### config.mk
export PLATFORM = sky130hd
export DESIGN_NAME = rwu_top
export DESIGN_NICKNAME = d
export VERILOG_FILES = /design/src/rwu_sync.v /design/src/rwu_top.v
export VERILOG_INCLUDE_DIRS = /design/src
export SDC_FILE = /design/constraint.sdc
export NUM_CORES = 1
export LEC_CHECK = 0
export BUFFER_PORTS_ARGS = -buffer_cell sky130_fd_sc_hd__buf_2
export CORE_MARGIN = 2
export CORE_UTILIZATION = 50
export CTS_CLUSTER_DIAMETER = 150
export DETAILED_ROUTE_END_ITERATION = 8
export PLACE_DENSITY = 0.73
export SLEW_MARGIN = 40
export SYNTH_ARGS = -nofsm -noshare
export SYNTH_HDL_FRONTEND = slang
export SYNTH_SLANG_ARGS = --single-unit
export TNS_END_PERCENT = 1
### constraint.sdc
create_clock -name pclk -period 4.5 [get_ports pclk]
set_clock_uncertainty 0.15 [all_clocks]
set_input_delay 1.125 -clock pclk [delete_from_list [all_inputs] [get_ports pclk]]
set_output_delay 1.125 -clock pclk [all_outputs]
set_load 0.02 [all_outputs]
### src/rwu_map.vh
`ifndef RWU_MAP_VH
`define RWU_MAP_VH

// register byte offsets
`define RWU_OFF_CTRL     8'h00
`define RWU_OFF_FLAGS    8'h04
`define RWU_OFF_STAT     8'h08

// control register fields
`define RWU_CTL_IF       7
`define RWU_CTL_IE       6
`define RWU_CTL_P3       5
`define RWU_CTL_CE       4
`define RWU_CTL_RE       3
`define RWU_CTL_PLO_HI   2
`define RWU_CTL_RESET    8'h00

// reset flag fields, written zero clears
`define RWU_FLG_POR      0
`define RWU_FLG_EXT      1
`define RWU_FLG_BOD      2
`define RWU_FLG_WDR      3
`define RWU_FLG_RESET    4'h1

// watchdog prescaler
`define RWU_WD_BASE      21'h00_0800
`define RWU_WD_PSEL_MAX  4'h9
`define RWU_CE_WINDOW    3'h4

// timing
`define RWU_CLK_NS       25
`define RWU_BOD_MIN_NS   2000
`define RWU_BOD_MIN_CYC  ((`RWU_BOD_MIN_NS + `RWU_CLK_NS - 1) / `RWU_CLK_NS)

// delay counter states, one-hot
`define RWU_ST_HOLD      3'h1
`define RWU_ST_COUNT     3'h2
`define RWU_ST_RUN       3'h4

`endif

### src/rwu_sync.v
`default_nettype none

// three-stage synchroniser; level follows once stages two and three agree
module rwu_sync #(
	parameter WIDTH = 4
) (
	input  wire             clk,
	input  wire             rst_n,
	input  wire             clk_en,
	input  wire [WIDTH-1:0] reset_val,
	input  wire [WIDTH-1:0] d,
	output wire [WIDTH-1:0] q
);
	genvar i;
	generate
		for (i = 0; i < WIDTH; i = i + 1) begin : g_bit
			reg s1_r;
			reg s2_r;
			reg s3_r;
			reg q_r;
			// stages hold pin xor idle level, so reset reads as idle
			always @(posedge clk or negedge rst_n) begin
				if (!rst_n) begin
					s1_r <= 1'b0;
					s2_r <= 1'b0;
					s3_r <= 1'b0;
					q_r  <= 1'b0;
				end else if (clk_en) begin
					s1_r <= d[i] ^ reset_val[i];
					s2_r <= s1_r;
					s3_r <= s2_r;
					if (s2_r == s3_r) begin
						q_r <= s3_r;
					end
				end
			end
			assign q[i] = q_r ^ reset_val[i];
		end
	endgenerate
endmodule

`default_nettype wire

### src/rwu_top.v
// Function
// - hold reset while power-on detect active; then delay; reassert at once
// - low external reset pin resets asynchronously, even without clock
// - on external pin release, run start-up delay before releasing reset
// - enabled brown-out asserts reset once it lasts the minimum duration; release after delay
// - brown-out shorter than minimum duration is ignored
// - watchdog reset is one-cycle pulse; delay starts at its end
// - reference on if brown-out enabled, bandgap select or converter on
// - watchdog counter advances on dedicated oscillator cycles
// - restart instruction clears watchdog counter before time-out
// - interrupt mode raises wake-capable interrupt on expiry
// - reset mode resets device on expiry
// - combined mode: first expiry interrupts, later expiry resets
// - always-on fuse forces reset enable one, interrupt enable zero
// - clear reset-enable or prescaler only in next write within four cycles
// - time-out selectable from about 16 ms to about 8 s
// - after watchdog reset, reset mode stays until flag then enable cleared
// - reset-enable reads and acts set while watchdog reset flag set
// - change-enable clears itself four cycles after set
// - time-out is 2048 shl code oscillator cycles; codes above nine reserved
// - combined mode vector clears interrupt enable and flag
//
// The APB register port and the address map were chosen for this implementation.
`default_nettype none
`include "rwu_map.vh"

module rwu_top (
	input  wire        pclk,
	input  wire        presetn,
	input  wire        clk_en,
	input  wire        psel,
	input  wire        penable,
	input  wire        pwrite,
	input  wire [7:0]  paddr,
	input  wire [31:0] pwdata,
	output reg  [31:0] prdata,
	output reg         pready,
	output reg         pslverr,
	input  wire        por_active,
	input  wire        ext_reset_n,
	input  wire        brownout_detector,
	input  wire        brownout_enable,
	input  wire        watchdog_always_on_fuse,
	input  wire        comparator_bandgap_select,
	input  wire        adc_enable,
	input  wire        wdt_osc,
	input  wire        wdt_restart,
	input  wire        wdt_irq_ack,
	input  wire [15:0] startup_delay_period,
	output reg         sys_reset_n,
	output reg         wdt_irq,
	output reg         vref_enable
);
	// pins into the clock domain
	wire [3:0] pin_s;
	wire       osc_s;
	wire       por_s;
	wire       ext_n_s;
	wire       bod_s;

	// asynchronous path for the reset tree
	wire hard_rst_n;

	// registers
	reg        ce_r;
	reg  [2:0] ce_cnt_r;
	reg        re_r;
	reg        ie_r;
	reg        if_r;
	reg  [3:0] psel_r;
	reg  [3:0] flags_r;
	reg  [19:0] wd_cnt_r;
	reg        osc_d_r;
	reg        wd_pulse_r;
	reg  [7:0] bod_cnt_r;
	reg        bod_q_r;
	reg  [2:0] state_r;
	reg  [15:0] dly_cnt_r;

	// next values
	reg        ce_nxt;
	reg  [2:0] ce_cnt_nxt;
	reg        re_nxt;
	reg        ie_nxt;
	reg        if_nxt;
	reg  [3:0] psel_nxt;
	reg  [3:0] flags_nxt;
	reg  [19:0] wd_cnt_nxt;
	reg        wd_pulse_nxt;
	reg  [2:0] state_nxt;
	reg  [15:0] dly_cnt_nxt;

	wire        wr;
	wire        rd_edge;
	wire        osc_tick;
	wire        re_eff;
	wire        ie_eff;
	wire        wd_run;
	wire [3:0]  psel_eff;
	wire [20:0] wd_limit;
	wire [19:0] wd_last;
	wire        wd_expire;
	wire        any_src;
	wire [3:0]  w_psel;

	// ext pin idles high, so its synchroniser resets to high
	rwu_sync #(
		.WIDTH(4)
	) u_sync (
		.clk      (pclk),
		.rst_n    (presetn),
		.clk_en   (clk_en),
		.reset_val(4'h4),
		.d        ({brownout_detector, ext_reset_n, por_active, wdt_osc}),
		.q        (pin_s)
	);
	assign osc_s   = pin_s[0];
	assign por_s   = pin_s[1];
	assign ext_n_s = pin_s[2];
	assign bod_s   = pin_s[3];

	// pin and detector act on the reset tree with no clock
	assign hard_rst_n = presetn & ext_reset_n & ~por_active;

	// bus strobes; write lands at the edge where pready is sampled high
	assign wr      = psel & penable & pready & pwrite;
	assign rd_edge = psel & penable & ~pready;

	// watchdog oscillator edge, taken from the agreed level only
	assign osc_tick = osc_s & ~osc_d_r;

	// fuse overrides both stored enables; reset flag overrides the reset enable only
	assign re_eff = watchdog_always_on_fuse | re_r
		| flags_r[`RWU_FLG_WDR];
	assign ie_eff = ie_r & ~watchdog_always_on_fuse;
	assign wd_run = re_eff | ie_eff;

	// reserved prescaler codes fall back to the longest period
	assign psel_eff = (psel_r > `RWU_WD_PSEL_MAX) ? `RWU_WD_PSEL_MAX
		: psel_r;
	assign wd_limit = `RWU_WD_BASE << psel_eff;
	assign wd_last  = wd_limit[19:0] - 20'h0_0001;
	assign wd_expire = wd_run & osc_tick & (wd_cnt_r == wd_last);

	assign w_psel = {pwdata[`RWU_CTL_P3], pwdata[`RWU_CTL_PLO_HI:0]};

	// control register and protected change sequence
	always @* begin
		ce_nxt     = ce_r;
		ce_cnt_nxt = ce_cnt_r;
		re_nxt     = re_r;
		ie_nxt     = ie_r;
		psel_nxt   = psel_r;
		// change window closes on its own
		if (ce_r) begin
			ce_cnt_nxt = ce_cnt_r - 3'h1;
			if (ce_cnt_r == 3'h1) begin
				ce_nxt = 1'b0;
			end
		end
		if (wr && paddr == `RWU_OFF_CTRL) begin
			ie_nxt = pwdata[`RWU_CTL_IE];
			if (pwdata[`RWU_CTL_CE] && pwdata[`RWU_CTL_RE]) begin
				ce_nxt     = 1'b1;
				ce_cnt_nxt = `RWU_CE_WINDOW;
				re_nxt     = 1'b1;
			end else if (ce_r && !pwdata[`RWU_CTL_CE]) begin
				re_nxt   = pwdata[`RWU_CTL_RE];
				psel_nxt = w_psel;
				ce_nxt   = 1'b0;
			end else begin
				// outside the window the enable may only be set
				re_nxt = re_r | pwdata[`RWU_CTL_RE];
			end
		end
		// combined-mode vector drops back to reset mode
		if (wdt_irq_ack && if_r && re_eff) begin
			ie_nxt = 1'b0;
		end
	end

	// watchdog counter, interrupt flag and reset pulse
	always @* begin
		wd_cnt_nxt   = wd_cnt_r;
		wd_pulse_nxt = 1'b0;
		if_nxt       = if_r;
		if (!wd_run || wdt_restart) begin
			wd_cnt_nxt = 20'h0_0000;
		end else if (osc_tick) begin
			wd_cnt_nxt = wd_expire ? 20'h0_0000 : wd_cnt_r + 20'h0_0001;
		end
		// clear by vector or by writing one; a new expiry wins below
		if (wdt_irq_ack) begin
			if_nxt = 1'b0;
		end
		if (wr && paddr == `RWU_OFF_CTRL && pwdata[`RWU_CTL_IF]) begin
			if_nxt = 1'b0;
		end
		if (wd_expire && !wdt_restart) begin
			if (ie_eff && !(re_eff && if_r)) begin
				if_nxt = 1'b1;
			end else if (re_eff) begin
				wd_pulse_nxt = 1'b1;
			end
		end
	end

	// reset flags; hardware set beats software clear
	always @* begin
		flags_nxt = flags_r;
		if (wr && paddr == `RWU_OFF_FLAGS) begin
			flags_nxt = flags_r & pwdata[3:0];
		end
		if (!ext_n_s) begin
			flags_nxt[`RWU_FLG_EXT] = 1'b1;
		end
		if (por_s) begin
			flags_nxt[`RWU_FLG_POR] = 1'b1;
		end
		if (bod_q_r) begin
			flags_nxt[`RWU_FLG_BOD] = 1'b1;
		end
		if (wd_pulse_r) begin
			flags_nxt[`RWU_FLG_WDR] = 1'b1;
		end
	end

	// any active source keeps the delay counter parked
	assign any_src = por_s | ~ext_n_s | bod_q_r | wd_pulse_r;

	// start-up delay sequencer
	always @* begin
		state_nxt   = state_r;
		dly_cnt_nxt = dly_cnt_r;
		case (state_r)
			`RWU_ST_HOLD: begin
				dly_cnt_nxt = 16'h0000;
				if (!any_src) begin
					state_nxt = `RWU_ST_COUNT;
				end
			end
			`RWU_ST_COUNT: begin
				if (any_src) begin
					state_nxt = `RWU_ST_HOLD;
				end else if (dly_cnt_r >= startup_delay_period) begin
					state_nxt = `RWU_ST_RUN;
				end else if (osc_tick) begin
					dly_cnt_nxt = dly_cnt_r + 16'h0001;
				end
			end
			`RWU_ST_RUN: begin
				if (any_src) begin
					state_nxt = `RWU_ST_HOLD;
				end
			end
			default: begin
				state_nxt = `RWU_ST_HOLD;
			end
		endcase
	end

	// reset tree flops; cleared by pin or detector with no clock
	always @(posedge pclk or negedge hard_rst_n) begin
		if (!hard_rst_n) begin
			state_r     <= `RWU_ST_HOLD;
			dly_cnt_r   <= 16'h0000;
			sys_reset_n <= 1'b0;
		end else if (clk_en) begin
			state_r     <= state_nxt;
			dly_cnt_r   <= dly_cnt_nxt;
			sys_reset_n <= (state_nxt == `RWU_ST_RUN);
		end
	end

	// brown-out qualifier; short dips never reach the sequencer
	always @(posedge pclk or negedge presetn) begin
		if (!presetn) begin
			bod_cnt_r <= 8'h00;
			bod_q_r   <= 1'b0;
		end else if (clk_en) begin
			if (!brownout_enable || !bod_s) begin
				bod_cnt_r <= 8'h00;
				bod_q_r   <= 1'b0;
			end else if (bod_cnt_r >= `RWU_BOD_MIN_CYC) begin
				bod_q_r   <= 1'b1;
			end else begin
				bod_cnt_r <= bod_cnt_r + 8'h01;
			end
		end
	end

	// watchdog and control state, kept across internal resets
	always @(posedge pclk or negedge presetn) begin
		if (!presetn) begin
			ce_r       <= 1'b0;
			ce_cnt_r   <= 3'h0;
			re_r       <= 1'b0;
			ie_r       <= 1'b0;
			if_r       <= 1'b0;
			psel_r     <= 4'h0;
			flags_r    <= `RWU_FLG_RESET;
			wd_cnt_r   <= 20'h0_0000;
			osc_d_r    <= 1'b0;
			wd_pulse_r <= 1'b0;
		end else if (clk_en) begin
			ce_r       <= ce_nxt;
			ce_cnt_r   <= ce_cnt_nxt;
			re_r       <= re_nxt;
			ie_r       <= ie_nxt;
			if_r       <= if_nxt;
			psel_r     <= psel_nxt;
			flags_r    <= flags_nxt;
			wd_cnt_r   <= wd_cnt_nxt;
			osc_d_r    <= osc_s;
			wd_pulse_r <= wd_pulse_nxt;
		end
	end

	// registered side outputs
	always @(posedge pclk or negedge presetn) begin
		if (!presetn) begin
			wdt_irq     <= 1'b0;
			vref_enable <= 1'b0;
		end else if (clk_en) begin
			wdt_irq     <= if_nxt & ie_nxt & ~watchdog_always_on_fuse;
			vref_enable <= brownout_enable | comparator_bandgap_select
				| adc_enable;
		end
	end

	// apb slave: one wait state, answer registered
	always @(posedge pclk or negedge presetn) begin
		if (!presetn) begin
			pready  <= 1'b0;
			pslverr <= 1'b0;
			prdata  <= 32'h0000_0000;
		end else if (clk_en) begin
			pready  <= rd_edge;
			pslverr <= 1'b0;
			prdata  <= 32'h0000_0000;
			if (rd_edge) begin
				case (paddr)
					`RWU_OFF_CTRL: begin
						prdata[`RWU_CTL_IF] <= if_r;
						prdata[`RWU_CTL_IE] <= ie_eff;
						prdata[`RWU_CTL_P3] <= psel_r[3];
						prdata[`RWU_CTL_CE] <= ce_r;
						prdata[`RWU_CTL_RE] <= re_eff;
						prdata[`RWU_CTL_PLO_HI:0] <= psel_r[2:0];
					end
					`RWU_OFF_FLAGS: begin
						prdata[3:0] <= flags_r;
					end
					`RWU_OFF_STAT: begin
						prdata[19:0] <= wd_cnt_r;
						prdata[22:20] <= state_r;
						prdata[23] <= bod_q_r;
					end
					default: begin
						pslverr <= 1'b1;
					end
				endcase
			end
		end
	end
endmodule

`default_nettype wire

== Yosys cells after proc, flatten, opt, wreduce, memory -nomap -nowiden ==
Cells that the tools add are included.
Word-level totals
  output and inout bits: 37
  latch bits: 0
  bits in registers: 110
  bits in read-only memories: 0
  memories: 0
  logic and storage cells: 180
  memory bits (writable): 0
  bits of input ports: 72
Operators by class
  equality and inequality tests: 16
  $add $sub $neg: 5
  muxes and demuxes: 47
  $mul: 0
  shift operators: 1
  bitwise operators: 28
  div/mod/pow operators: 0
  reduce and logical (&&, ||, !) cells: 41
  order comparisons: 3
Operators with widths (count)
  16-bit two-way mux: 4
  20-bit two-way mux: 3
  16-bit case mux with 2 select lines: 1
  1-bit two-way mux: 24
  24-bit two-way mux: 1
  2-bit AND reduction: 12
  3-bit two-way mux: 7
  20-bit by 1-bit adder with 20-bit output, second input constant: 1
  20-bit == test: 1
  12-bit by 4-bit left shift with 20-bit output, first input constant: 1
  20-bit by 1-bit subtractor with 20-bit output, second input constant: 1
  16-bit by 1-bit adder with 16-bit output, second input constant: 1
  16-bit greater-or-equal comparator: 1
  8-bit two-way mux: 2
  2-bit nonzero test: 7
  1-bit AND: 12
  4-bit case mux with 3 select lines: 1
  1-bit logical AND: 10
  1-bit OR: 9
  3-bit case mux with 3 select lines: 1
  8-bit by 1-bit adder with 8-bit output, second input constant: 1
  8-bit by 3-bit == test with 1-bit output, second input constant: 1
  8-bit by 4-bit == test with 1-bit output, second input constant: 1
  8-bit by 7-bit greater-or-equal comparator with 1-bit output, second input constant: 1
  other kinds (17): 37

== Longest topological paths before layout ==
  depth in word-level cells: 10
  mapped depth: 12
  gate-level depth less buffers: 9

== Cells and area by module ==
Synthesis repeated with hierarchy kept, for this count alone.
Second synthesis, totals
  cells, all modules: 646
  area, all modules: 6112.1 µm²
Modules (own cells, without submodules)
  rwu_top: cells an instance 592, instances 1, area each 5403.9 µm², seq. area each 2354.8 µm²
  rwu_sync: cells an instance 54, instances 1, area each 708.2 µm², seq. area each 400.4 µm²

== Worst setup path before layout ==
Ideal clock, no wire load.
  kind: flip-flop to flip-flop
  start: reg psel_r[2]
  end: reg wd_cnt_r[11]
  stages on the path, launching flop included: 13
  clock period less this slack: 3.623 ns
  library setup time: 0.118 ns
  data arrival time: 3.355 ns
  slack: 0.877 ns
  buffers on the path: 3
  required time: 4.232 ns
  cell sequence: dfrtp_1 > clkbuf_1 > or4b_2 > ha_1 > buf_6 > or4_1 > a21oi_1 > a31oi_1 > a2111oi_4 > or2_1 > buf_4 > o21ai_0 > a21o_1
Between the ends
  word-level cells in the longest chain between the ends: 9
Ends and longest elaborated chain
  start: declaration: line rwu_top.v:70  | reg [3:0] psel_r;
  start signal: assignment: line rwu_top.v:311  | psel_r <= psel_nxt;
  4-bit > comparator (no source line)
  4-bit two-way mux (*): line rwu_top.v:139  | assign psel_eff = (psel_r > `RWU_WD_PSEL_MAX) ? `RWU_WD_PSEL_MAX
  12-bit by 4-bit left shift with 20-bit output (no source line) (*)
  20-bit by 1-bit subtractor with 20-bit output (*): line rwu_top.v:142  | assign wd_last = wd_limit[19:0] - 20'h0_0001;
  20-bit == test (*): line rwu_top.v:143  | assign wd_expire = wd_run & osc_tick & (wd_cnt_r == wd_last);
  1-bit AND (*): line rwu_top.v:143
  20-bit two-way mux (*): line rwu_top.v:190  | wd_cnt_nxt = wd_expire ? 20'h0_0000 : wd_cnt_r + 20'h0_0001;
  20-bit two-way mux (*): line rwu_top.v:189  | end else if (osc_tick) begin
  20-bit two-way mux (*): line rwu_top.v:187  | if (!wd_run || wdt_restart) begin
  end signal: assignment: line rwu_top.v:313  | wd_cnt_r <= wd_cnt_nxt;
  end: declaration: line rwu_top.v:72  | reg [19:0] wd_cnt_r;
Every way passes the cells marked *; elsewhere a longest branch is shown, timed or not. The select of a mux whose other input is x is not followed.
A chain may end at the register's enable or synchronous reset.

== Worst setup path in the final report ==
  start: reg psel_r[2]
  end: reg wd_cnt_r[6]
The elaborated chain is that of the path after synthesis.

==> qor.yml <==
status: "finished with violations"
violations: "design-rule violations"
synthCells: 640
start_util: 0.518
die_w_microns: 113
fillers: 1001
dieArea_sq_mm: 0.0128
dp_hpwl_microns: 9820
first_pass_iters: 7
p_clk_frac: 0.384
seqPwrFrac: 0.495
setup_violations: 0
final_net_count: 804
path_buf_inv: 0
avgViaCountPerCell: 5.86
netlist_area_sq_mm: 0.00597
numClockSinks: 110
drv_cap: 0
p_sw_mw: 0.587
rsz0062_at_grt: "no"
dpl_cell_area_sq_mm: 0.00646
gr-total-overflow: 0
relSlewSlack: 0.511
drive_gt1_frac: 0.179
yosysSeqAreaShare: 0.462
wirelength_microns: 13800
grt_start_max_net_pins: 59
clk_pin_slew_ps: 70
synth_edf_count: 0
coreArea_sq_mm: 0.0115
synth_top_flop_cell: "dfrtp_1"
fin_util: 0.589
p_total_mw: 2.22
post_cts_buffers: 0
num_vias: 5024
synth_seq_cells: 110
maxSlewViolCount: 0
drc: 2
postRouteAntennaNets: 0
cp_max_fo: 15
cts_max_path_buffers: 2
ys_types: 60
max_slew.worst_pin.slew_ps: 733
syn_area_per_cell_sq_um: 9.33
cp.arrival_ps: 3940
crit_path_start_kind: "register"
hold_violations: 0
p_per_area_mw_per_mm2: 327
grt_pass1_vias: 4968
numPortBuffers: 76
wl_per_cell_microns: 16.2
multiInputGateArea_sq_mm: 0.00291
async_flop_share: 1.00
instances_no_fill: 857
peakVddDrop_mv: 0.234
fin_area_sq_mm: 0.00678
p_leak_nw: 3.24
row_count: 39
antenna_found_initial: 0
drt_first_iter_violations: 327
post-route-min-period_ps: 3860
cts_made_buffers: 9
end_kind: "register"
cpPeakStageDelay_ps: 720
grtUsageTotal: 0.225
place_inst: 841
combinationalPowerShare: 0.121
crit_chain: "or4b_2 -> ha_1 -> or4_1 -> a21oi_1 -> a31oi_1 -> a2111oi_4 -> or2_1 -> o21ai_0 -> a22o_1"
power.internal_mw: 1.63
cts_hold_buffers: 0
cts_tree: "built"
grt_pass1_wl_microns: 23600
path_delay_family: "simple AND/OR/NAND/NOR gates"
gp_congestion: 0.860
switching_share: 0.264
fmax_ghz: 0.259
hp-class: "reg -> reg"
crit_slowest_cell: "or4b_2"
fin_setup_tns_ps: 0
die_h_microns: 113
insertedDiodeCount: 0
clock_latency_ps: 350
htreeDepth: 3
io_pins: 109
critPathKind: "reg -> reg"
root_buffer: "clkbuf_16"
fin_crit_sh: 0.857
worstPathRequired_ps: 4580
cts_resized: 0
yosysWarnings: 0
seqCellArea_sq_mm: 0.00276
syn_to_final_growth_pct: 13.6
==> worst register-to-register path: cells and delay by family (launching register included) <==
family                     cells  cell delay, ps
DFF                            1             540
and+or+nand+nor                3            1710
AOI/OAI and AO/OA              5            1030
adders and majority gates      1             310
==> placed cells by master, fill, tap and decap left out, drive strengths merged, types with 7 or more instances in the layout <==
cell,instances
nand2b,7
nand2,57
nor2,39
buf,87
and3,9
conb,8
nand4,13
o21ai,57
clkbuf,11
a21o,7
ha,23
dfrtp,108
nand3,32
or4,8
o31ai,10
a21oi,41
a22o,20
nor3,15
mux2,13
inv,43
==> stage by stage <==
step | hold slack (ps) | setup slack, ps
CTS | 336 | 536
finish | 331 | 643
global route | 364 | 400
detailed placement | 319 | 565
global placement | 312 | 656
floorplan | 298 | 877
==> logic make-up after synthesis <==
| group | count (synthesis) | share of synthesized area |
|---|---|---|
| and+or+nand+nor | 218 | 0.185 |
| AOI/OAI and AO/OA | 180 | 0.197 |
| DFF | 110 | 0.462 |
| buffers and inverters | 79 | 0.0578 |
| adders and majority gates | 23 | 0.0482 |
| muxes | 19 | 0.0346 |
| xor gates and xnor gates | 10 | 0.0147 |
| other | 1 | 0.000628 |
==> routing by layer <==
metal / vias up / global-route usage / part of all wire
met5: - / 0 / 0
met4: 0 / 0.0740 / 0.020
met3: 21 / 0.0455 / 0.061
met2: 157 / 0.355 / 0.46
met1: 2397 / 0.312 / 0.46
li1: 2449 / - / -
==> Yosys cell counts (4+ instances only) <==
library cell,count,share of area
nand4_1,13,0.014
mux2_2,13,0.025
a31oi_1,6,0.0063
nor2b_1,5,0.0052
clkbuf_1,17,0.011
or4_1,8,0.010
o21ai_0,57,0.048
xnor2_1,5,0.0073
buf_2,6,0.0050
and3_1,9,0.0094
a22oi_1,4,0.0050
or3_1,6,0.0063
nor2_1,39,0.025
nor4_1,6,0.0063
dfrtp_1,108,0.45
a21o_1,7,0.0088
o211ai_1,5,0.0063
nand3_1,32,0.027
buf_4,9,0.011
nor3_1,15,0.013
mux2i_1,6,0.010
nand2b_1,7,0.0073
o2bb2ai_1,6,0.0088
inv_1,42,0.026
nand2_1,57,0.036
ha_1,23,0.048
a21oi_1,41,0.034
xor2_1,5,0.0073
a22o_1,20,0.029
o31ai_1,10,0.013
==> path summary, 6_finish.rpt <==
kind                                             startpoint                                to  slack (ps)  cells past startpoint
max                                   psel_r[2]$_DFFE_PN0P_           wd_cnt_r[6]$_DFFE_PN0P_         640                      9
min                        u_sync.g_bit[2].s1_r$_DFFE_PN0P_  u_sync.g_bit[2].s1_r$_DFFE_PN0P_         330                      2
max reg2reg                           psel_r[2]$_DFFE_PN0P_           wd_cnt_r[6]$_DFFE_PN0P_         640                      9
min reg2reg                u_sync.g_bit[2].s1_r$_DFFE_PN0P_  u_sync.g_bit[2].s1_r$_DFFE_PN0P_         330                      2
max in group asynchronous                           presetn            state_r[0]$_DFFE_PN1P_        2520                      4
min in group asynchronous                           presetn           ce_cnt_r[1]$_DFFE_PN0P_         670                      1
==> state kept, by name, summed over array words and instances, names as in the netlist <==
signal             cells
ce_r                   1
ie_r                   1
sys_reset_n            1
vref_enable            1
psel_r                 4
prdata                24
osc_d_r                1
wdt_irq                1
pready                 1
re_r                   1
wd_pulse_r             1
state_r                3
bod_q_r                1
ce_cnt_r               3
u_sync.g_bit.s3_r      4
dly_cnt_r             16
bod_cnt_r              8
flags_r                4
u_sync.g_bit.s1_r      4
if_r                   1
pslverr                1
u_sync.g_bit.s2_r      4
u_sync.g_bit.q_r       4
wd_cnt_r              20
==> cell type report <==
| cell class | instances | area share |
|---|---|---|
| inverters | 43 | 0.0238 |
| clock buffers | 11 | 0.0343 |
| clock inverters | 5 | 0.0122 |
| multi-input cells | 458 | 0.429 |
| repair buffers | 87 | 0.0686 |
| flip-flops and latches | 110 | 0.406 |
| well taps | 143 | 0.0264 |
==> power groups by stage <==
stage,registers (mW),logic [mW],clock network [mW]
after floorplan,1.10,0.182,0
after global placement,1.11,0.256,0
after detailed placement,1.12,0.270,0
after CTS,1.10,0.271,0.859
after global routing,1.11,0.306,0.902
final,1.10,0.269,0.852
(Power assumes the default switching activity.)
